$ cat config.mk
export PLATFORM = sky130hd
export DESIGN_NAME = pasm_top
export DESIGN_NICKNAME = d
export VERILOG_FILES = /design/src/hw/pasm_pkg.sv /design/src/hw/pasm_addr_gen.sv /design/src/hw/pasm_pc.sv /design/src/hw/pasm_top.sv
export SDC_FILE = /design/constraint.sdc
export NUM_CORES = 1
export LEC_CHECK = 0
export BUFFER_PORTS_ARGS = -buffer_cell sky130_fd_sc_hd__buf_4
export CORE_MARGIN = 2
export CORE_UTILIZATION = 47
export DETAILED_ROUTE_END_ITERATION = 6
export PLACE_DENSITY_LB_ADDON = 0.3
export SLEW_MARGIN = 15
export SYNTH_ARGS = -nofsm -noshare
export SYNTH_HDL_FRONTEND = slang
export SYNTH_HIERARCHICAL = 1
export SYNTH_SLANG_ARGS = --single-unit
$ cat constraint.sdc
create_clock -name pclk -period 2.5 [get_ports pclk]
set_clock_uncertainty 0.15 [all_clocks]
set_input_delay 0.375 -clock pclk [delete_from_list [all_inputs] [get_ports pclk]]
set_output_delay 0.375 -clock pclk [all_outputs]
set_load 0.01 [all_outputs]
$ cat src/hw/pasm_pkg.sv
/*
  pasm_pkg: constants shared by the program address space map.
  assumes: byte-addressed apb with 32-bit data, one aligned word per register.
*/
package pasm_pkg;
  // ----------------------------------------
  // address widths
  // ----------------------------------------
  localparam int ADDR_W = 24;
  localparam int PC_W = 23;
  localparam int PAGE_W = 8;
  localparam int EA_W = 16;
  localparam logic [PC_W-1:0] PC_STEP = 23'h000002;
  localparam logic [PC_W-1:0] PC_RESET = 23'h000000;
  localparam logic [ADDR_W-1:0] USER_TOP = 24'h7fffff;
  localparam logic [ADDR_W-1:0] VECTOR_END = 24'h000200;
  localparam int ID_PAGE_BIT = 7;
  // ----------------------------------------
  // register map
  // ----------------------------------------
  localparam logic [11:0] TBL_PAGE_OFF = 12'h054;
  localparam logic [11:0] REMAP_PAGE_OFF = 12'h060;
  localparam logic [11:0] STATUS_OFF = 12'h064;
  localparam logic [11:0] PC_VIEW_OFF = 12'h068;
  localparam logic [11:0] LAST_ADDR_OFF = 12'h06c;
  localparam logic [15:0] TBL_PAGE_RST = 16'h0000;
  localparam logic [7:0] REMAP_PAGE_RST = 8'h00;
  localparam int STS_ID_READ = 0;
  localparam int STS_VEC_FETCH = 1;
  // ----------------------------------------
  // access sources
  // ----------------------------------------
  typedef enum logic [2:0] {
    PASM_SRC_FETCH = 3'b001,
    PASM_SRC_TABLE = 3'b010,
    PASM_SRC_REMAP = 3'b100
  } pasm_src_t;
endpackage : pasm_pkg

$ cat src/hw/pasm_addr_gen.sv
/*
  pasm_addr_gen: forms the 24-bit program address for one request and registers it.
  assumes: req_src is one-hot whenever req_valid is high.
*/
`timescale 1ns/1ns
module pasm_addr_gen (
  input wire logic pclk,
  input wire logic presetn,
  input wire logic req_valid,
  input wire pasm_pkg::pasm_src_t req_src,
  input wire logic [pasm_pkg::PC_W-1:0] pc,
  input wire logic [pasm_pkg::PAGE_W-1:0] tbl_page,
  input wire logic [pasm_pkg::PAGE_W-1:0] remap_page,
  input wire logic [pasm_pkg::EA_W-1:0] ea,
  output logic mem_req_q,
  output logic [pasm_pkg::ADDR_W-1:0] mem_addr_q,
  output logic upper_q,
  output logic vec_q,
  output logic id_q,
  output pasm_pkg::pasm_src_t src_q
);
  logic mem_req_d;
  logic [pasm_pkg::ADDR_W-1:0] mem_addr_d;
  logic upper_d;
  logic vec_d;
  logic id_d;
  pasm_pkg::pasm_src_t src_d;

  // ----------------------------------------
  // address forming
  // ----------------------------------------
  always_comb begin
    mem_req_d = req_valid;
    src_d = req_src;
    upper_d = 1'b0;
    mem_addr_d = {1'b0, pc}; // see RULE_02
    unique case (req_src)
      pasm_pkg::PASM_SRC_FETCH: begin
        mem_addr_d = {1'b0, pc[pasm_pkg::PC_W-1:1], 1'b0}; // see RULE_06
      end
      pasm_pkg::PASM_SRC_TABLE: begin
        mem_addr_d = {tbl_page, ea[pasm_pkg::EA_W-1:1], 1'b0}; // see RULE_10
        upper_d = ea[0]; // see RULE_05
      end
      pasm_pkg::PASM_SRC_REMAP: begin
        // ea[15] is dropped and bit 23 held low, so the page can never leave user space
        mem_addr_d = {1'b0, remap_page, ea[pasm_pkg::EA_W-2:1], 1'b0}; // see RULE_01
        upper_d = ea[0]; // see RULE_05
      end
      default: begin
        mem_req_d = 1'b0;
      end
    endcase
    // top half only reachable by a table read with the id page bit set
    if (mem_addr_d[pasm_pkg::ADDR_W-1] && !(req_src == pasm_pkg::PASM_SRC_TABLE)) begin
      mem_req_d = 1'b0; // see RULE_03
    end
    id_d = mem_req_d && mem_addr_d[pasm_pkg::ADDR_W-1]; // see RULE_04
    vec_d = mem_req_d && (mem_addr_d < pasm_pkg::VECTOR_END); // see RULE_07
  end

  always_ff @(posedge pclk or negedge presetn) begin
    if (!presetn) begin
      mem_req_q <= 1'b0;
      mem_addr_q <= 24'h000000;
      upper_q <= 1'b0;
      vec_q <= 1'b0;
      id_q <= 1'b0;
      src_q <= pasm_pkg::PASM_SRC_FETCH;
    end else begin
      mem_req_q <= mem_req_d;
      mem_addr_q <= mem_addr_d;
      upper_q <= upper_d;
      vec_q <= vec_d;
      id_q <= id_d;
      src_q <= src_d;
    end
  end
endmodule : pasm_addr_gen

$ cat src/hw/pasm_pc.sv
/*
  pasm_pc: the 23-bit program counter.
  assumes: the core gives at most one of advance, back or load per cycle; load wins.
*/
`timescale 1ns/1ns
module pasm_pc (
  input wire logic pclk,
  input wire logic presetn,
  input wire logic pc_advance,
  input wire logic pc_back,
  input wire logic pc_load,
  input wire logic [pasm_pkg::PC_W-1:0] pc_load_val,
  output logic [pasm_pkg::PC_W-1:0] pc_q
);
  logic [pasm_pkg::PC_W-1:0] pc_d;

  // ----------------------------------------
  // next value
  // ----------------------------------------
  always_comb begin
    pc_d = pc_q;
    if (pc_load) begin
      pc_d = {pc_load_val[pasm_pkg::PC_W-1:1], 1'b0}; // see RULE_06
    end else if (pc_advance) begin
      pc_d = pc_q + pasm_pkg::PC_STEP; // see RULE_06
    end else if (pc_back) begin
      pc_d = pc_q - pasm_pkg::PC_STEP; // see RULE_06
    end
  end

  // reset lands on the jump word at the bottom of the vector area
  always_ff @(posedge pclk or negedge presetn) begin
    if (!presetn) begin
      pc_q <= pasm_pkg::PC_RESET; // see RULE_08
    end else begin
      pc_q <= pc_d;
    end
  end
endmodule : pasm_pc

$ cat src/hw/pasm_top.sv
/*
  pasm_top: program address space map with its apb register file.
  assumes: the program memory answers mem_rdata combinationally in the cycle of mem_req;
  the core side holds its request inputs valid only in the cycle of req_valid.
*/
// Design decision made here: register access over APB.
`timescale 1ns/1ns
// What this block does
// RULE_01: program and data spaces on separate buses
// RULE_02: program addresses are 24 bits, three sources
// RULE_03: user access stays below 0x800000
// RULE_04: table read with page bit 7 reaches id
// RULE_05: odd upper word, its top byte reads zero
// RULE_06: counter stays even, steps by two
// RULE_07: addresses below 0x000200 are the vector table
// RULE_08: software puts the reset jump at address zero
// RULE_09: page register at 0x54, eight bits, reset zero
// RULE_10: table address is page over effective address
module pasm_top (
  input wire logic pclk,
  input wire logic presetn,
  input wire logic psel,
  input wire logic penable,
  input wire logic pwrite,
  input wire logic [11:0] paddr,
  input wire logic [31:0] pwdata,
  output logic [31:0] prdata,
  output logic pready,
  output logic pslverr,
  input wire logic pc_advance,
  input wire logic pc_back,
  input wire logic pc_load,
  input wire logic [pasm_pkg::PC_W-1:0] pc_load_val,
  output logic [pasm_pkg::PC_W-1:0] pc,
  input wire logic req_valid,
  input wire pasm_pkg::pasm_src_t req_src,
  input wire logic [pasm_pkg::EA_W-1:0] req_ea,
  output logic mem_req,
  output logic [pasm_pkg::ADDR_W-1:0] mem_addr,
  input wire logic [pasm_pkg::ADDR_W-1:0] mem_rdata,
  output logic rsp_valid,
  output logic [pasm_pkg::ADDR_W-1:0] rsp_data,
  output logic rsp_vector
);
  // ----------------------------------------
  // declarations
  // ----------------------------------------
  logic [pasm_pkg::PAGE_W-1:0] tbl_page_q, tbl_page_d;
  logic [pasm_pkg::PAGE_W-1:0] remap_page_q, remap_page_d;
  logic [1:0] status_q, status_d;
  logic [pasm_pkg::ADDR_W-1:0] last_addr_q, last_addr_d;
  logic [31:0] prdata_q, prdata_d;
  logic rsp_valid_q, rsp_valid_d;
  logic [pasm_pkg::ADDR_W-1:0] rsp_data_q, rsp_data_d;
  logic rsp_vector_q, rsp_vector_d;
  logic mem_req_q, upper_q, vec_q, id_q;
  logic [pasm_pkg::ADDR_W-1:0] mem_addr_q;
  pasm_pkg::pasm_src_t src_q;
  logic setup, wr_access, mapped;

  // ----------------------------------------
  // program counter and address forming
  // ----------------------------------------
  pasm_pc u_pc (
    .pclk(pclk),
    .presetn(presetn),
    .pc_advance(pc_advance),
    .pc_back(pc_back),
    .pc_load(pc_load),
    .pc_load_val(pc_load_val),
    .pc_q(pc)
  );

  pasm_addr_gen u_addr (
    .pclk(pclk),
    .presetn(presetn),
    .req_valid(req_valid),
    .req_src(req_src),
    .pc(pc),
    .tbl_page(tbl_page_q),
    .remap_page(remap_page_q),
    .ea(req_ea),
    .mem_req_q(mem_req_q),
    .mem_addr_q(mem_addr_q),
    .upper_q(upper_q),
    .vec_q(vec_q),
    .id_q(id_q),
    .src_q(src_q)
  );

  // program memory sits on its own bus, never on apb
  assign mem_req = mem_req_q; // see RULE_01
  assign mem_addr = mem_addr_q;

  // ----------------------------------------
  // apb slave
  // ----------------------------------------
  // zero wait states: read data is sampled in the setup cycle
  assign setup = psel && !penable;
  assign wr_access = psel && penable && pwrite && mapped;
  assign pready = 1'b1;
  assign pslverr = psel && penable && !mapped;
  assign prdata = prdata_q;

  always_comb begin
    mapped = (paddr == pasm_pkg::TBL_PAGE_OFF) || (paddr == pasm_pkg::REMAP_PAGE_OFF) ||
             (paddr == pasm_pkg::STATUS_OFF) || (paddr == pasm_pkg::PC_VIEW_OFF) ||
             (paddr == pasm_pkg::LAST_ADDR_OFF);
    prdata_d = prdata_q;
    if (setup) begin
      prdata_d = 32'h00000000;
      unique case (paddr)
        pasm_pkg::TBL_PAGE_OFF: prdata_d = {24'h000000, tbl_page_q}; // see RULE_09
        pasm_pkg::REMAP_PAGE_OFF: prdata_d = {24'h000000, remap_page_q};
        pasm_pkg::STATUS_OFF: prdata_d = {30'h0, status_q};
        pasm_pkg::PC_VIEW_OFF: prdata_d = {9'h0, pc};
        pasm_pkg::LAST_ADDR_OFF: prdata_d = {8'h00, last_addr_q};
        default: prdata_d = 32'h00000000;
      endcase
    end
  end

  // ----------------------------------------
  // registers
  // ----------------------------------------
  always_comb begin
    tbl_page_d = tbl_page_q;
    remap_page_d = remap_page_q;
    status_d = status_q;
    last_addr_d = last_addr_q;
    if (wr_access && paddr == pasm_pkg::TBL_PAGE_OFF) begin
      tbl_page_d = pwdata[pasm_pkg::PAGE_W-1:0]; // see RULE_09
    end
    if (wr_access && paddr == pasm_pkg::REMAP_PAGE_OFF) begin
      remap_page_d = pwdata[pasm_pkg::PAGE_W-1:0];
    end
    if (wr_access && paddr == pasm_pkg::STATUS_OFF) begin
      status_d = status_q & ~pwdata[1:0];
    end
    // set after clear so a same-cycle event is kept
    if (id_q) begin
      status_d[pasm_pkg::STS_ID_READ] = 1'b1; // see RULE_04
    end
    if (vec_q && src_q == pasm_pkg::PASM_SRC_FETCH) begin
      status_d[pasm_pkg::STS_VEC_FETCH] = 1'b1; // see RULE_07
    end
    if (mem_req_q) begin
      last_addr_d = mem_addr_q;
    end
  end

  always_ff @(posedge pclk or negedge presetn) begin
    if (!presetn) begin
      tbl_page_q <= pasm_pkg::TBL_PAGE_RST[pasm_pkg::PAGE_W-1:0]; // see RULE_09
      remap_page_q <= pasm_pkg::REMAP_PAGE_RST;
      status_q <= 2'h0;
      last_addr_q <= 24'h000000;
      prdata_q <= 32'h00000000;
    end else begin
      tbl_page_q <= tbl_page_d;
      remap_page_q <= remap_page_d;
      status_q <= status_d;
      last_addr_q <= last_addr_d;
      prdata_q <= prdata_d;
    end
  end

  // ----------------------------------------
  // answer to the core
  // ----------------------------------------
  always_comb begin
    rsp_valid_d = mem_req_q;
    rsp_vector_d = vec_q;
    rsp_data_d = 24'h000000;
    if (mem_req_q) begin
      if (src_q == pasm_pkg::PASM_SRC_FETCH) begin
        rsp_data_d = mem_rdata; // see RULE_02
      end else if (upper_q) begin
        // upper byte of the upper word is not built
        rsp_data_d = {16'h0000, mem_rdata[23:16]}; // see RULE_05
      end else begin
        rsp_data_d = {8'h00, mem_rdata[15:0]}; // see RULE_05
      end
    end
  end

  always_ff @(posedge pclk or negedge presetn) begin
    if (!presetn) begin
      rsp_valid_q <= 1'b0;
      rsp_data_q <= 24'h000000;
      rsp_vector_q <= 1'b0;
    end else begin
      rsp_valid_q <= rsp_valid_d;
      rsp_data_q <= rsp_data_d;
      rsp_vector_q <= rsp_vector_d;
    end
  end

  assign rsp_valid = rsp_valid_q;
  assign rsp_data = rsp_data_q;
  assign rsp_vector = rsp_vector_q;

  // ----------------------------------------
  // checks
  // ----------------------------------------
  AST_PC_EVEN: assert property (@(posedge pclk) disable iff (!presetn) // see RULE_06
    pc[0] == 1'b0) else $error("program counter left the lower word");

  AST_PC_STEP: assert property (@(posedge pclk) disable iff (!presetn) // see RULE_06
    (pc_advance && !pc_load) |=> pc == $past(pc) + pasm_pkg::PC_STEP)
    else $error("program counter did not advance by two");

  AST_USER_HALF: assert property (@(posedge pclk) disable iff (!presetn) // see RULE_03
    (mem_req && src_q != pasm_pkg::PASM_SRC_TABLE) |-> mem_addr <= pasm_pkg::USER_TOP)
    else $error("access outside the user half");

  AST_ID_READ: assert property (@(posedge pclk) disable iff (!presetn) // see RULE_04
    (req_valid && req_src == pasm_pkg::PASM_SRC_TABLE && tbl_page_q[pasm_pkg::ID_PAGE_BIT])
    |=> mem_req && mem_addr[23] ##1 status_q[pasm_pkg::STS_ID_READ])
    else $error("id section read not passed or not flagged");

  AST_TABLE_ADDR: assert property (@(posedge pclk) disable iff (!presetn) // see RULE_10
    (req_valid && req_src == pasm_pkg::PASM_SRC_TABLE)
    |=> mem_addr == {$past(tbl_page_q), $past(req_ea[15:1]), 1'b0})
    else $error("table address not page over effective address");

  AST_REMAP_ADDR: assert property (@(posedge pclk) disable iff (!presetn) // see RULE_01
    (req_valid && req_src == pasm_pkg::PASM_SRC_REMAP)
    |=> mem_req && mem_addr[23:15] == {1'b0, $past(remap_page_q)})
    else $error("remapped read went to the wrong page");

  AST_RSP_TIME: assert property (@(posedge pclk) disable iff (!presetn) // see RULE_02
    req_valid |=> mem_req ##1 rsp_valid)
    else $error("answer not two edges after request");

  AST_UPPER_ZERO: assert property (@(posedge pclk) disable iff (!presetn) // see RULE_05
    (mem_req && upper_q && src_q != pasm_pkg::PASM_SRC_FETCH) |=> rsp_data[23:8] == 16'h0000)
    else $error("upper word top byte not zero");

  AST_VECTOR: assert property (@(posedge pclk) disable iff (!presetn) // see RULE_07
    (mem_req && mem_addr < pasm_pkg::VECTOR_END) |=> rsp_vector)
    else $error("vector area access not marked");

  AST_PAGE_REG: assert property (@(posedge pclk) disable iff (!presetn) // see RULE_09
    (setup && !pwrite && paddr == pasm_pkg::TBL_PAGE_OFF) |=> prdata[31:8] == 24'h000000
    && prdata[7:0] == tbl_page_q) else $error("page register read wrong");

  // ----------------------------------------
  // checks on counter, addresses, flags, page register and answer data
  // ----------------------------------------
  AST_PC_BACK: assert property (@(posedge pclk) disable iff (!presetn) // see RULE_06
    (pc_back && !pc_advance && !pc_load) |=> pc == $past(pc) - pasm_pkg::PC_STEP)
    else $error("program counter did not step back by two");

  AST_PC_LOAD: assert property (@(posedge pclk) disable iff (!presetn) // see RULE_06
    pc_load |=> pc == {$past(pc_load_val[pasm_pkg::PC_W-1:1]), 1'b0})
    else $error("loaded program counter not on the lower word");

  AST_FETCH_ADDR: assert property (@(posedge pclk) disable iff (!presetn) // see RULE_02
    (req_valid && req_src == pasm_pkg::PASM_SRC_FETCH) |=> mem_req && mem_addr == {1'b0, $past(pc)})
    else $error("fetch address not taken from the program counter");

  AST_IDLE_NO_REQ: assert property (@(posedge pclk) disable iff (!presetn) // see RULE_02
    !req_valid |=> !mem_req)
    else $error("memory strobe without a request");

  AST_UPPER_SEL: assert property (@(posedge pclk) disable iff (!presetn) // see RULE_05
    (req_valid && (req_src == pasm_pkg::PASM_SRC_TABLE || req_src == pasm_pkg::PASM_SRC_REMAP))
    |=> upper_q == $past(req_ea[0])) else $error("word select not from address bit zero");

  AST_ID_ONLY_TABLE: assert property (@(posedge pclk) disable iff (!presetn) // see RULE_04
    (mem_req && mem_addr[pasm_pkg::ADDR_W-1]) |-> src_q == pasm_pkg::PASM_SRC_TABLE)
    else $error("upper half reached by a non-table access");

  AST_VEC_ONLY_LOW: assert property (@(posedge pclk) disable iff (!presetn) // see RULE_07
    (mem_req && mem_addr >= pasm_pkg::VECTOR_END) |=> !rsp_vector)
    else $error("vector mark outside the vector area");

  AST_STS_CLEAR: assert property (@(posedge pclk) disable iff (!presetn) // see RULE_04
    (wr_access && paddr == pasm_pkg::STATUS_OFF && pwdata[pasm_pkg::STS_ID_READ] && !id_q)
    |=> !status_q[pasm_pkg::STS_ID_READ]) else $error("id read flag not cleared");

  AST_VEC_FLAG: assert property (@(posedge pclk) disable iff (!presetn) // see RULE_07
    (vec_q && src_q == pasm_pkg::PASM_SRC_FETCH) |=> status_q[pasm_pkg::STS_VEC_FETCH])
    else $error("vector fetch not flagged");

  AST_PAGE_WRITE: assert property (@(posedge pclk) disable iff (!presetn) // see RULE_09
    (wr_access && paddr == pasm_pkg::TBL_PAGE_OFF) |=> tbl_page_q == $past(pwdata[pasm_pkg::PAGE_W-1:0]))
    else $error("page register write lost");

  AST_PAGE_HOLD: assert property (@(posedge pclk) disable iff (!presetn) // see RULE_09
    !(wr_access && paddr == pasm_pkg::TBL_PAGE_OFF) |=> $stable(tbl_page_q))
    else $error("page register changed without a write");

  AST_RSP_FETCH: assert property (@(posedge pclk) disable iff (!presetn) // see RULE_02
    (mem_req && src_q == pasm_pkg::PASM_SRC_FETCH) |=> rsp_data == $past(mem_rdata))
    else $error("fetch answer not the full location");

  AST_LOWER_WORD: assert property (@(posedge pclk) disable iff (!presetn) // see RULE_05
    (mem_req && !upper_q && src_q != pasm_pkg::PASM_SRC_FETCH) |=> rsp_data == {8'h00, $past(mem_rdata[15:0])})
    else $error("lower word answer wrong");

  COV_ID_READ: cover property (@(posedge pclk) disable iff (!presetn) mem_req && id_q);
  COV_REMAP: cover property (@(posedge pclk) disable iff (!presetn)
    rsp_valid && src_q == pasm_pkg::PASM_SRC_REMAP);
  COV_RESET_FETCH: cover property (@(posedge pclk) disable iff (!presetn) rsp_valid && rsp_vector);
  COV_PAGE_WRITE: cover property (@(posedge pclk) disable iff (!presetn)
    wr_access && paddr == pasm_pkg::TBL_PAGE_OFF);
  COV_PC_BACK: cover property (@(posedge pclk) disable iff (!presetn) pc_back && !pc_load);
endmodule : pasm_top

# Word-level counts from Yosys, hierarchy flattened
# Cells that the tools add are included.
word_totals:
  inputBits: 119
  register_bits: 154
  wordCells: 68
  out_inout_bits: 108
classes:
  n_eq_ne: 9
  n_reduce_logical: 24
  n_addsub: 2
  bitwise_logic: 2
  n_mux: 14
  magnitude_cmp: 1
ops:
  columns: ["operator", "n"]
  rows:
  - ["24-bit one-hot mux with 5 select lines", 1]
  - ["24-bit one-hot mux with 3 select lines", 1]
  - ["23-bit two-way mux", 3]
  - ["12-bit by 7-bit == test with 1-bit output, second input constant", 5]
  - ["24-bit two-way mux", 2]
  - ["24-bit by 10-bit < comparator with 1-bit output, second input constant", 1]
  - ["23-bit by 2-bit adder with 23-bit output, second input constant", 1]
  - ["23-bit by 2-bit subtractor with 23-bit output, second input constant", 1]
  - ["16-bit two-way mux", 1]
  - ["1-bit logical AND", 12]
  - ["3-bit by 1-bit == test with 1-bit output, second input constant", 2]
  - ["1-bit two-way mux", 5]
  - ["1-bit logical OR", 4]
  - ["2-bit nonzero test", 2]
  - ["3-bit by 2-bit == test with 1-bit output, second input constant", 1]
  - ["3-bit == test, second input constant", 1]
  - ["1-bit logical NOT", 3]
  - ["3-bit nonzero test", 1]
  - ["3-bit OR reduction", 1]
  - ["2-bit bitwise AND", 1]
  - ["2-bit two-way mux", 1]
  - ["2-bit NOT", 1]
  - ["2-bit OR reduction", 1]

# Depth between registers and ports, before layout
# Gate-level depths: netlist of run 1.
depth:
  depth_word: 9
  ltp_mapped: 10
  mapped_depth_nobuf: 9

# Modules after synthesis
# Netlist of run 1, hierarchy kept.
by_module_without_submodules:
  columns: ["mod", "instances", "seq_area_each_um2", "area_per_inst_um2", "cells_per_inst"]
  rows:
  - ["pasm_top", 1, 2302.2, 3958.8, 297]
  - ["pasm_pc", 1, 550.5, 2187.1, 257]
  - ["pasm_addr_gen", 1, 777.0, 1249.9, 85]

# Worst setup path after synthesis of run 1
# OpenSTA, ideal clock, no wires.
synth_timing:
  path_type: "in2reg"
  start: "input port pc_advance"
  end: "register u_pc/pc_q[16] (netlist name)"
  n_path_buf: 0
  arrival_ps: 2439
  setup_slack_ps: -193
  setup_time_ps: 104
  path_stages: 9
  required_time_ps: 2246
  cell_sequence: "inv_1 ha_1 a21o_1 a31o_2 o21ai_4 o311ai_4 a221oi_2 xor2_1 a221oi_1"
synth_between:
  elab_chain_cells: 2
  word_cells_on_any_way: 3
  cone_classes: "mux (2); reduce/logical (1)"
synth_lines:
  columns: ["item", "line", "text"]
  rows:
  - ["start, declared", "pasm_top.sv:30", "input wire logic pc_advance,"]
  - ["23-bit two-way mux", "pasm_pc.sv:24", "end else if (pc_advance) begin"]
  - ["23-bit two-way mux", "pasm_pc.sv:22", "if (pc_load) begin"]
  - ["end signal, assigned", "pasm_pc.sv:34", "pc_q <= pasm_pkg::PC_RESET;"]
  - ["end signal, assigned", "pasm_pc.sv:36", "pc_q <= pc_d;"]
  - ["end, declared", "pasm_pc.sv:13", "output logic [pasm_pkg::PC_W-1:0] pc_q"]
# Several ways; a longest one is shown, not always the timed one.
# A chain may end at the register's enable or synchronous reset.

# Worst setup path after layout of run 1
layout_timing:
  start: "register u_pc/pc_q[5] (netlist name)"
  end: "register u_pc/pc_q[21] (netlist name)"
layout_between:
  elab_chain_cells: 4
  word_cells_on_any_way: 5
  cone_classes: "add/sub (2); mux (3)"
layout_lines:
  columns: ["item", "line", "text"]
  rows:
  - ["23-bit by 2-bit subtractor with 23-bit output", "pasm_pc.sv:27", "pc_d = pc_q - pasm_pkg::PC_STEP;"]
  - ["23-bit two-way mux", "pasm_pc.sv:26", "end else if (pc_back) begin"]
  - ["23-bit two-way mux *", "pasm_pc.sv:24", null]
  - ["23-bit two-way mux *", "pasm_pc.sv:22", null]
# Every way passes the cells marked *; elsewhere a longest branch is shown, timed or not. The select of a mux whose other input is x is not followed.

==> results of run 1 <==
## cells by family after synthesis
family | after synthesis
and+or+nand+nor | 163
AOI/OAI and AO/OA | 148
muxes | 80
xor gates and xnor gates | 18
other | 3
adders and majority gates | 21
DFF | 145
buffers and inverters | 61
## layout by cell type, fill, tap and decap left out, drive strengths merged, types with 3 or more instances in the layout
cell,instances
a31oi,5
and2,18
a221o,17
xor2,9
o21ai,28
buf,293
a21oi,30
inv,19
conb,10
and3,22
nor2b,11
nor4,3
and4,3
nor3b,6
ha,20
nor2,23
clkbuf,18
clkinvlp,4
dlygate4sd3,4
nand2b,9
a21o,4
a32oi,5
nand3,6
nor3,11
o22a,17
a22oi,5
o31ai,4
nand2,35
mux2,68
nand4,3
o21bai,4
dfrtp,144
clkinv,5
xnor2,9
a221oi,7
mux2i,11
## layer usage
metal  track usage, %  vias up
met4             9.99        0
met2             45.1      238
met1             35.0     3099
met3             4.83       32
li1                 -     2895
met5                0        -
## layout make-up
cell class	count	area, um^2	area share, %
flip-flops and latches	145	3630	35.0
repair buffers	297	2290	22.1
inverters	15	60.1	0.579
clock inverters	14	153	1.47
well taps	211	264	2.54
multi-input cells	440	3550	34.2
clock buffers	18	429	4.14
## what timing repair did
action                                  in CTS  in global routing
resized for setup                            0                  7
hold endpoints to repair                    44                  0
hold buffers                                 4                  0
endpoints found under the setup margin       0                  8
buffers inserted                             0                  2
## power groups by stage
| stage | sequential [mW] | combinational (mW) | clock, mW |
|---|---|---|---|
| after global routing | 3.00 | 3.56 | 2.63 |
| final | 2.96 | 3.29 | 2.47 |
| after global placement | 2.98 | 3.14 | 0 |
| after CTS | 2.96 | 3.21 | 2.51 |
| after floorplan | 3.08 | 1.49 | 0 |
| after detailed placement | 3.00 | 3.18 | 0 |
## metrics by stage
stage	utilization (%)	cell area [um^2]	power, mW	hold WS [ns]
after floorplan	-	7460	4.56	-0.0706
after global placement	63.3	9690	6.12	0.170
after detailed placement	63.3	9690	6.18	0.173
after CTS	67.3	10300	8.68	0.00371
after global routing	67.8	10400	9.19	0.000944
final	67.8	10400	8.72	0.0169
## critical path, cell delays in order, from the launching register on
cell and delay [ns]:
dfrtp_2 0.45, ha_4 0.30, buf_4 0.11, o211a_1 0.17
o21ai_2 0.08, a211o_1 0.33, a31oi_4 0.23, a31oi_2 0.14
xor2_1 0.17, a221oi_2 0.24
## state kept, by name (all words and copies together), names as in the netlist, 2 cells and up
signal,cells
tbl_page_q,8
status_q,2
u_pc/pc_q,22
remap_page_q,8
last_addr_q,24
prdata,24
rsp_data,24
u_addr/mem_addr_q,24
u_addr/src_q,3
## final timing paths
| check | end | cells after the start |
|---|---|---|
| min in group asynchronous | rsp_data[4] | 2 |
| max | u_pc/pc_q[21] | 9 |
| max reg2reg | u_pc/pc_q[21] | 9 |
| max in group asynchronous | u_pc/pc_q[5] | 3 |
| min | u_pc/pc_q[1] | 3 |
| min reg2reg | rsp_vector | 0 |
==> summary.txt, run 1 <==
Outcome
  • Status: completed

Place
  • Dpl ws: -0.255 ns
  • Placed cells: ~1,100
  • GPL Wtd Cong: roughly 0.91
  • Post-DP HPWL: between 15,000 and 20,000 um
  • Port Buffers: approximately 190

Power
  • Combinational power share: 37.8%
  • Worst vdd ir: about 0.48 mV
  • Int Pwr: approximately 5.9 mW
  • Sequential Power Share: around a third
  • PD cells: ~840 nW/um^2
  • Clock group share of total power: 28.3%
  • LEAKAGE: slightly above 5 nW
  • Switching Fraction: about 33%
  • NetSw: approximately 2.9 mW

Drt
  • Vias per cell: roughly 5.5
  • DR top layer: met4
  • Final antenna-violating net count: 0
  • Remaining routing DRC violations: 0
  • Drt wl/cell: between 15 and 20 um
  • Initial DRT Pass Iterations: 5
  • Met2 wire len: 10,800 um
  • Vias post-DR: 6,264
  • WL final: around 22,000 um
  • DRT met1 WL: approximately 9500 um
  • 1st-iter DRT viols: around 340
  • Metal3 WL: ~1300 um

Worst setup path
  • Critical path origin: u_pc/pc_q[5]
  • CP max FO: 4
  • Crit end category: register
  • WS Path Type: register to register
  • FF-to-FF Start: u_pc/pc_q[5]
  • Crit path DAT: approximately 2.6 ns
  • Worst EP required: ~2.7 ns
  • R2R Setup Slk: 0.05 ns
  • CP Launch Type: register

Synth
  • Multiplexer share of the synthesized area: about an eighth
  • Async SR Flop Fraction: 100%
  • Synthesis-stage register bit count: roughly 150
  • Netlist Area Pre-Place: around 7400 um^2
  • Sequential area share after synthesis: 49.1%
  • Most common flop cell mapped by yosys: dfrtp_1
  • Synthesized area per cell: ~12 um^2
  • Area leader, netlist: dfrtp_1
  • Synth top area share: 48.7%
  • Top-count cell post-synth: dfrtp_1
  • Post-synthesis simple-gate area fraction: roughly 13%
  • Area contributors post-synth: dfrtp_1 (49%), mux2_2 (10%), ha_1 (3.4%)
  • Synth top cells by count: dfrtp_1 (144), mux2_2 (68), nand2_1 (34)
  • Post-synthesis cell type count: 83
  • Mapped Cells: 639
  • Number of synthesized flops with an enable pin: 0
  • Synth Area in XOR/XNOR: 2.13%
  • Largest family of logic cells by synthesized area: compound AO/OA/AOI/OAI gates
  • Warnings from Yosys: 6
  • Post-synthesis compound-gate area fraction: between 10% and 20%
  • Adder-cell area share of the yosys netlist: under 10%

CTS
  • CTS Buffer Depth: 2
  • CTS tree: yes
  • Clock slew at reported path FFs: 0.06 ns
  • CTS Buf Count: 17
  • H-tree level count: 4
  • Clk_lat worst skew: 0.42 ns
  • CTS root buf: clkbuf_16
  • # clock sinks: between 100 and 150

Job
  • Number of max-cap violations: 0

Timing
  • Setup_tns: 0 ns
  • RSZ-0062 raised after global routing: true
  • Min cycle time layout: 2.45 ns
  • Worst Tran Pin Value: 0.515 ns
  • Max Clk Rate: between 400 and 500 MHz
  • Final worst slack: roughly 0.046 ns
  • Endpoints failing hold: 0
  • Max-slew violations: 0
  • Final setup viols: 0
  • Slew headroom: 65.6%
  • Final cycle utilization of the critical path: between 90% and 100%

Final layout
  • Final nets: between 1,000 and 1,500
  • Share of layout cells above drive strength 1: about 47%
  • Non-Filler Instances: ~1,100
  • Fillers: 1,197
  • Number of diodes: 0
  • Layout Area Growth over Synthesis: 40.3%

Floorplanning
  • Die area: around 17,000 um^2
  • Rows: 45
  • Die width: 129 um
  • Die Y: between 100 and 150 um
  • Initial Util: roughly half
  • Core area: between 15,000 and 20,000 um^2
  • Ports: between 200 and 250

Global routing
  • Gr ovfl total: 0
  • Vias in the first global route: between 6,000 and 7,000
  • First-pass GRT wire length: ~34,000 um
  • Largest net degree at the start of global routing: between 50 and 60
  • Gr usage total: 26.8%
  • Initial antenna violation count: 0

Min path
  • Hold Crit Class: input port to register
  • Hold Startpoint: pc_load_val[1]
(Power assumes the default switching activity.)
==> run 2, diff against run 1 <==
--- a/config.mk
+++ b/config.mk
@@ -5,10 +5,10 @@
 export SDC_FILE = /design/constraint.sdc
 export NUM_CORES = 1
 export LEC_CHECK = 0
-export BUFFER_PORTS_ARGS = -buffer_cell sky130_fd_sc_hd__buf_4
 export CORE_MARGIN = 2
-export CORE_UTILIZATION = 47
+export CORE_UTILIZATION = 58
 export DETAILED_ROUTE_END_ITERATION = 6
+export DONT_BUFFER_PORTS = 1
 export PLACE_DENSITY_LB_ADDON = 0.3
 export SLEW_MARGIN = 15
 export SYNTH_ARGS = -nofsm -noshare
==> summary.txt, run 2 (synthesis results as in run 1) <==
Final layout
  • Most common cell after layout, fill and taps aside: dfrtp_1
  • Most frequent cells in the layout: dfrtp_1 (143), buf_4 (71), mux2_2 (68), dlygate4sd3_1 (66), nand2_1 (34)
  • Number of diodes: 0
  • Final nets: between 800 and 900
  • Share of layout cells above drive strength 1: between 20% and 30%
  • Non-Filler Instances: 942
  • Final Core Density: between 70% and 80%
  • Area of the multi-input gates: around 3600 um^2
  • Fillers: about 880
  • Layout Area Growth over Synthesis: 26.2%
  • FF/Latch Area: about 3600 um^2

Drt
  • Final antenna-violating net count: 0
  • Vias per cell: about 6.3
  • Remaining routing DRC violations: 0
  • 1st-iter DRT viols: 456
  • Initial DRT Pass Iterations: 6
  • WL final: ~22,000 um
  • Vias post-DR: just under 6,000
  • Drt wl/cell: 22.9 um

Global routing
  • Gr ovfl total: 0
  • First-pass GRT wire length: 32,700 um
  • Largest net degree at the start of global routing: around 150
  • Gr usage total: 32.0%
  • Vias in the first global route: 6,120
  • Initial antenna violation count: 0

Place
  • Post-DP HPWL: between 10,000 and 15,000 um
  • GPL Wtd Cong: 0.875
  • Port Buffers: 0
  • Placed cells: 843

CTS
  • CTS tree: yes
  • # clock sinks: approximately 150
  • Clk_lat worst skew: 0.43 ns
  • CTS Buffer Depth: 2
  • H-tree level count: 4
  • Cts hold-fix bufs: between 60 and 70
  • CTS root buf: clkbuf_16
  • Clock slew at reported path FFs: ~0.06 ns
  • CTS Buf Count: 17

Worst setup path
  • Crit end category: register
  • FF-to-FF Start: u_pc/pc_q[8]
  • Reg-to-Reg End: u_pc/pc_q[22]
  • Worst EP required: around 2.6 ns
  • WS Path Type: register to register
  • CP Launch Type: register
  • Crit path DAT: roughly 2.6 ns
  • CP max FO: 5
  • R2R Setup Slk: about 0.042 ns
  • Cell depth of the worst flop-to-flop path: 8

Timing
  • Max Clk Rate: slightly above 400 MHz
  • Endpoints failing hold: 145
  • RSZ-0062 raised after global routing: true
  • Max-slew violations: 0
  • Min cycle time layout: 2.46 ns
  • Slew headroom: 20.6%
  • Worst Tran Pin Value: about 1.2 ns
  • Final cycle utilization of the critical path: 98.3%
  • Final setup viols: 0
  • Minimum hold slack: -0.512 ns

Power
  • Switching Fraction: approximately a third
  • Worst vdd ir: around 0.48 mV
  • PD cells: a little under 900 nW/um^2
  • Clock group share of total power: 31.9%
  • NetSw: approximately 2.7 mW
  • Combinational power share: 31.5%
  • Sequential Power Share: a little under two fifths
  • LEAKAGE: roughly 4.3 nW
  • Int Pwr: 5.61 mW

Outcome
  • Status: finished with violations
  • Failing checks: hold timing

Floorplanning
  • Die width: approximately 120 um
  • Die Y: ~120 um
  • Core area: 12,500 um^2
  • Ports: 227
  • Rows: 41
  • Initial Util: 59.1%
  • Die area: between 10,000 and 15,000 um^2

Min path
  • Hold Crit Class: input port to async pin

Job
  • Number of max-cap violations: 0
-- run 2: cell type report --
cell class | instances | share of cell area (%)
flip-flops and latches | 145 | 38.9
multi-input cells | 440 | 38.6
repair buffers | 138 | 13.0
clock buffers | 18 | 4.70
well taps | 172 | 2.31
clock inverters | 14 | 1.89
inverters | 15 | 0.643
-- run 2: repair_timing --
action | CTS | global route
resized for setup | 0 | 13
hold endpoints to repair | 233 | 145
pin swaps | 0 | 3
buffers inserted | 1 | 0
endpoints found under the setup margin | 2 | 4
-- run 2: routing by layer --
metal | GRT usage (%) | vias to the layer above | share of wire (%)
li1 | - | 2587 | -
met1 | 39.3 | 2950 | 39
met2 | 54.6 | 337 | 50
met3 | 7.26 | 39 | 9.2
met4 | 13.7 | 0 | 2.1
met5 | 0 | - | 0
-- run 2: worst max path at each step --
stage | from | to | cells past startpoint
global route | u_pc/pc_q[14] | u_pc/pc_q[22] | 8
finish | u_pc/pc_q[8] | u_pc/pc_q[22] | 8
detailed placement | pc_advance | u_pc/pc_q[22] | 10
global placement | pc_advance | u_pc/pc_q[22] | 10
floorplan | pc_advance | u_pc/pc_q[22] | 10
CTS | u_pc/pc_q[2] | u_pc/pc_q[21] | 9
-- run 2: metrics by stage --
| step | total power, mW | instance area (um^2) | setup WS [ns] | setup TNS, ns |
|---|---|---|---|---|
| 3_5_place_dp | 5.45 | 7960 | -0.147 | -0.640 |
| 5_1_grt | 8.69 | 9340 | -0.0570 | -0.0587 |
| 3_3_place_gp | 5.37 | 7960 | -0.0989 | -0.250 |
| 2_1_floorplan | 4.56 | 7460 | -0.0986 | -0.391 |
| 4_1_cts | 8.21 | 9250 | 0.0294 | 0 |
| 6_report | 8.31 | 9340 | 0.0424 | 0 |
-- run 2: power groups by stage --
stage	logic (mW)	clock network [mW]	registers (mW)
global route	2.81	2.79	3.09
detailed placement	2.37	0	3.07
floorplan	1.49	0	3.08
finish	2.61	2.65	3.05
CTS	2.50	2.68	3.03
global placement	2.32	0	3.05
-- run 2: worst max-delay path: stages, from the launching register on --
cell and delay, ns:
dfrtp_1 0.39, ha_1 0.40, nand2_1 0.07, o21ai_0 0.31, nand4_1 0.17, a31oi_2 0.26
mux2i_1 0.27, xor2_1 0.19, o21ai_1 0.09
==> run 3, diff against run 2 <==
--- a/config.mk
+++ b/config.mk
@@ -6,7 +6,7 @@
 export NUM_CORES = 1
 export LEC_CHECK = 0
 export CORE_MARGIN = 2
-export CORE_UTILIZATION = 58
+export CORE_UTILIZATION = 60
 export DETAILED_ROUTE_END_ITERATION = 6
 export DONT_BUFFER_PORTS = 1
 export PLACE_DENSITY_LB_ADDON = 0.3
==> constraint.sdc (replaced) <==
create_clock -name pclk -period 3 [get_ports pclk]
set_clock_uncertainty 0.15 [all_clocks]
set_input_delay 0.45 -clock pclk [delete_from_list [all_inputs] [get_ports pclk]]
set_output_delay 0.45 -clock pclk [all_outputs]
set_load 0.01 [all_outputs]
==> summary.txt, run 3 (synthesis results as in run 1) <==
CTS
  • CTS root buf: clkbuf_16
  • H-tree level count: 4
  • Post-CTS Resized: 0
  • # clock sinks: around 150
  • CTS Buffer Depth: 2
  • CTS tree: yes
  • Clock slew at reported path FFs: 0.06 ns
  • Clk_lat worst skew: 0.42 ns
  • CTS Buf Count: 17
  • Setup Buffers After CTS: 0
  • Cts hold-fix bufs: 5

Final layout
  • Layout Area Growth over Synthesis: 10.8%
  • Most frequent cells in the layout: dfrtp_1 (143), mux2_2 (68), nand2_1 (34), buf_4 (28), a21oi_1 (27)
  • Share of layout cells above drive strength 1: 25.1%
  • Most common cell after layout, fill and taps aside: dfrtp_1
  • Non-Filler Instances: a little over 800
  • Final Core Density: approximately two thirds
  • Post-Layout Inst Area: between 8000 and 9000 um^2
  • Final nets: between 700 and 800

Drt
  • WL final: ~20,000 um
  • Vias post-DR: about 5,300
  • Initial DRT Pass Iterations: 6
  • Vias per cell: ~6.5
  • Drt wl/cell: roughly 24 um
  • Final antenna-violating net count: 0
  • 1st-iter DRT viols: around 430
  • Remaining routing DRC violations: 0

Global routing
  • Largest net degree at the start of global routing: about 150
  • Gr usage total: between 30% and 40%
  • Gr ovfl total: 0
  • First-pass GRT wire length: 30,000 um
  • Vias in the first global route: 5,545
  • Initial antenna violation count: 1

Timing
  • RSZ-0062 raised after global routing: false
  • Setup_tns: 0 ns
  • Slew headroom: roughly 36%
  • Worst Tran Pin Value: 0.953 ns
  • Minimum hold slack: -0.425 ns
  • Max-slew violations: 0
  • Min cycle time layout: approximately 2.7 ns
  • Max Clk Rate: around 380 MHz
  • Final cycle utilization of the critical path: 88.8%
  • Final setup viols: 0
  • Endpoints failing hold: approximately 150
  • Final worst slack: 0.337 ns

Floorplanning
  • Die Y: 115 um
  • Initial Util: 61.6%
  • Die width: around 120 um
  • Core area: approximately 12,000 um^2
  • Ports: between 200 and 250
  • Rows: 40
  • Die area: roughly 13,000 um^2

Worst setup path
  • Slowest cell on crit path: dfrtp_1
  • Worst EP required: 3.17 ns
  • Crit end category: register
  • CP max FO: 5
  • CP delay by family, top: compound AO/OA/AOI/OAI gates
  • WP buf/inv: 0
  • WS Path Type: register to register
  • Crit path DAT: between 2 and 3 ns
  • FF-to-FF Start: u_pc/pc_q[5]
  • Cell depth of the worst flop-to-flop path: 8
  • Cells along the critical path: ha_1 -> a21o_1 -> a21oi_1 -> nand3_1 -> a21boi_2 -> o31ai_1 -> xnor2_1 -> a221oi_1
  • Max incr delay on CP: between 0.4 and 0.5 ns
  • R2R Setup Slk: 0.34 ns
  • CP Launch Type: register
  • Reg-to-Reg End: u_pc/pc_q[19]

Outcome
  • Failing checks: hold timing
  • Status: finished with violations

Power
  • PD cells: about 770 nW/um^2
  • Worst vdd ir: 0.477 mV
  • LEAKAGE: between 3 and 4 nW

Place
  • Placed cells: between 700 and 800
  • Placed inst area: about 7600 um^2
  • Dpl ws: a little over 0.1 ns
  • Post-DP HPWL: approximately 14,000 um
  • Port Buffers: 0
  • GPL Wtd Cong: about 0.84

Min path
  • Hold Crit Class: input port to async pin

Job
  • Number of max-cap violations: 0
==> run 3: worst max-delay path by stage <==
| stage | start | to | cells after the start | slack [ns] |
|---|---|---|---|---|
| 4_1_cts | u_pc/pc_q[5] | u_pc/pc_q[19] | 8 | 0.40 |
| 3_3_place_gp | pc_advance | u_pc/pc_q[20] | 9 | 0.16 |
| 2_1_floorplan | pc_advance | u_pc/pc_q[16] | 9 | 0.23 |
| 6_report | u_pc/pc_q[5] | u_pc/pc_q[19] | 8 | 0.34 |
| 5_1_grt | u_pc/pc_q[5] | u_pc/pc_q[19] | 8 | 0.28 |
| 3_5_place_dp | pc_advance | u_pc/pc_q[19] | 10 | 0.10 |
==> run 3: layer usage <==
layer / share of wire [%] / GRT usage (%) / up-vias
li1: - / - / 2382
met1: 40 / 37.0 / 2652
met2: 51 / 51.0 / 255
met3: 7.0 / 6.64 / 41
met4: 2.6 / 13.0 / 0
met5: 0 / 0 / -
==> run 3: worst reg2reg max path, stage by stage, from the launching register on <==
cell and delay, ns:
dfrtp_1 0.48, ha_1 0.34, a21o_1 0.20, a21oi_1 0.33, nand3_1 0.20, a21boi_2 0.31
o31ai_1 0.15, xnor2_1 0.14, a221oi_1 0.27
==> run 3: metrics by stage <==
step / power (mW) / hold WS (ns)
CTS: 6.34 / -0.437
global route: 6.64 / -0.441
global placement: 4.22 / 0.00864
detailed placement: 4.28 / 0.00761
finish: 6.35 / -0.425
floorplan: 3.78 / 0.00441
==> run 3: final cells by class <==
type	instances	area, um^2
antenna	1	2.50
clock buffer	17	425
clock inverter	15	150
fill	900	3810
inverter	15	56.3
multi-input combinational	440	3480
sequential	145	3630
tap	147	184
timing repair buffer	34	270
==> run 3: report_power, final <==
part           switching, mW  internal [mW]  leakage, nW
logic                  0.896          0.772         1.63
clock network          0.892           1.17        0.275
registers              0.366           2.26         1.85
total                   2.15           4.20         3.75
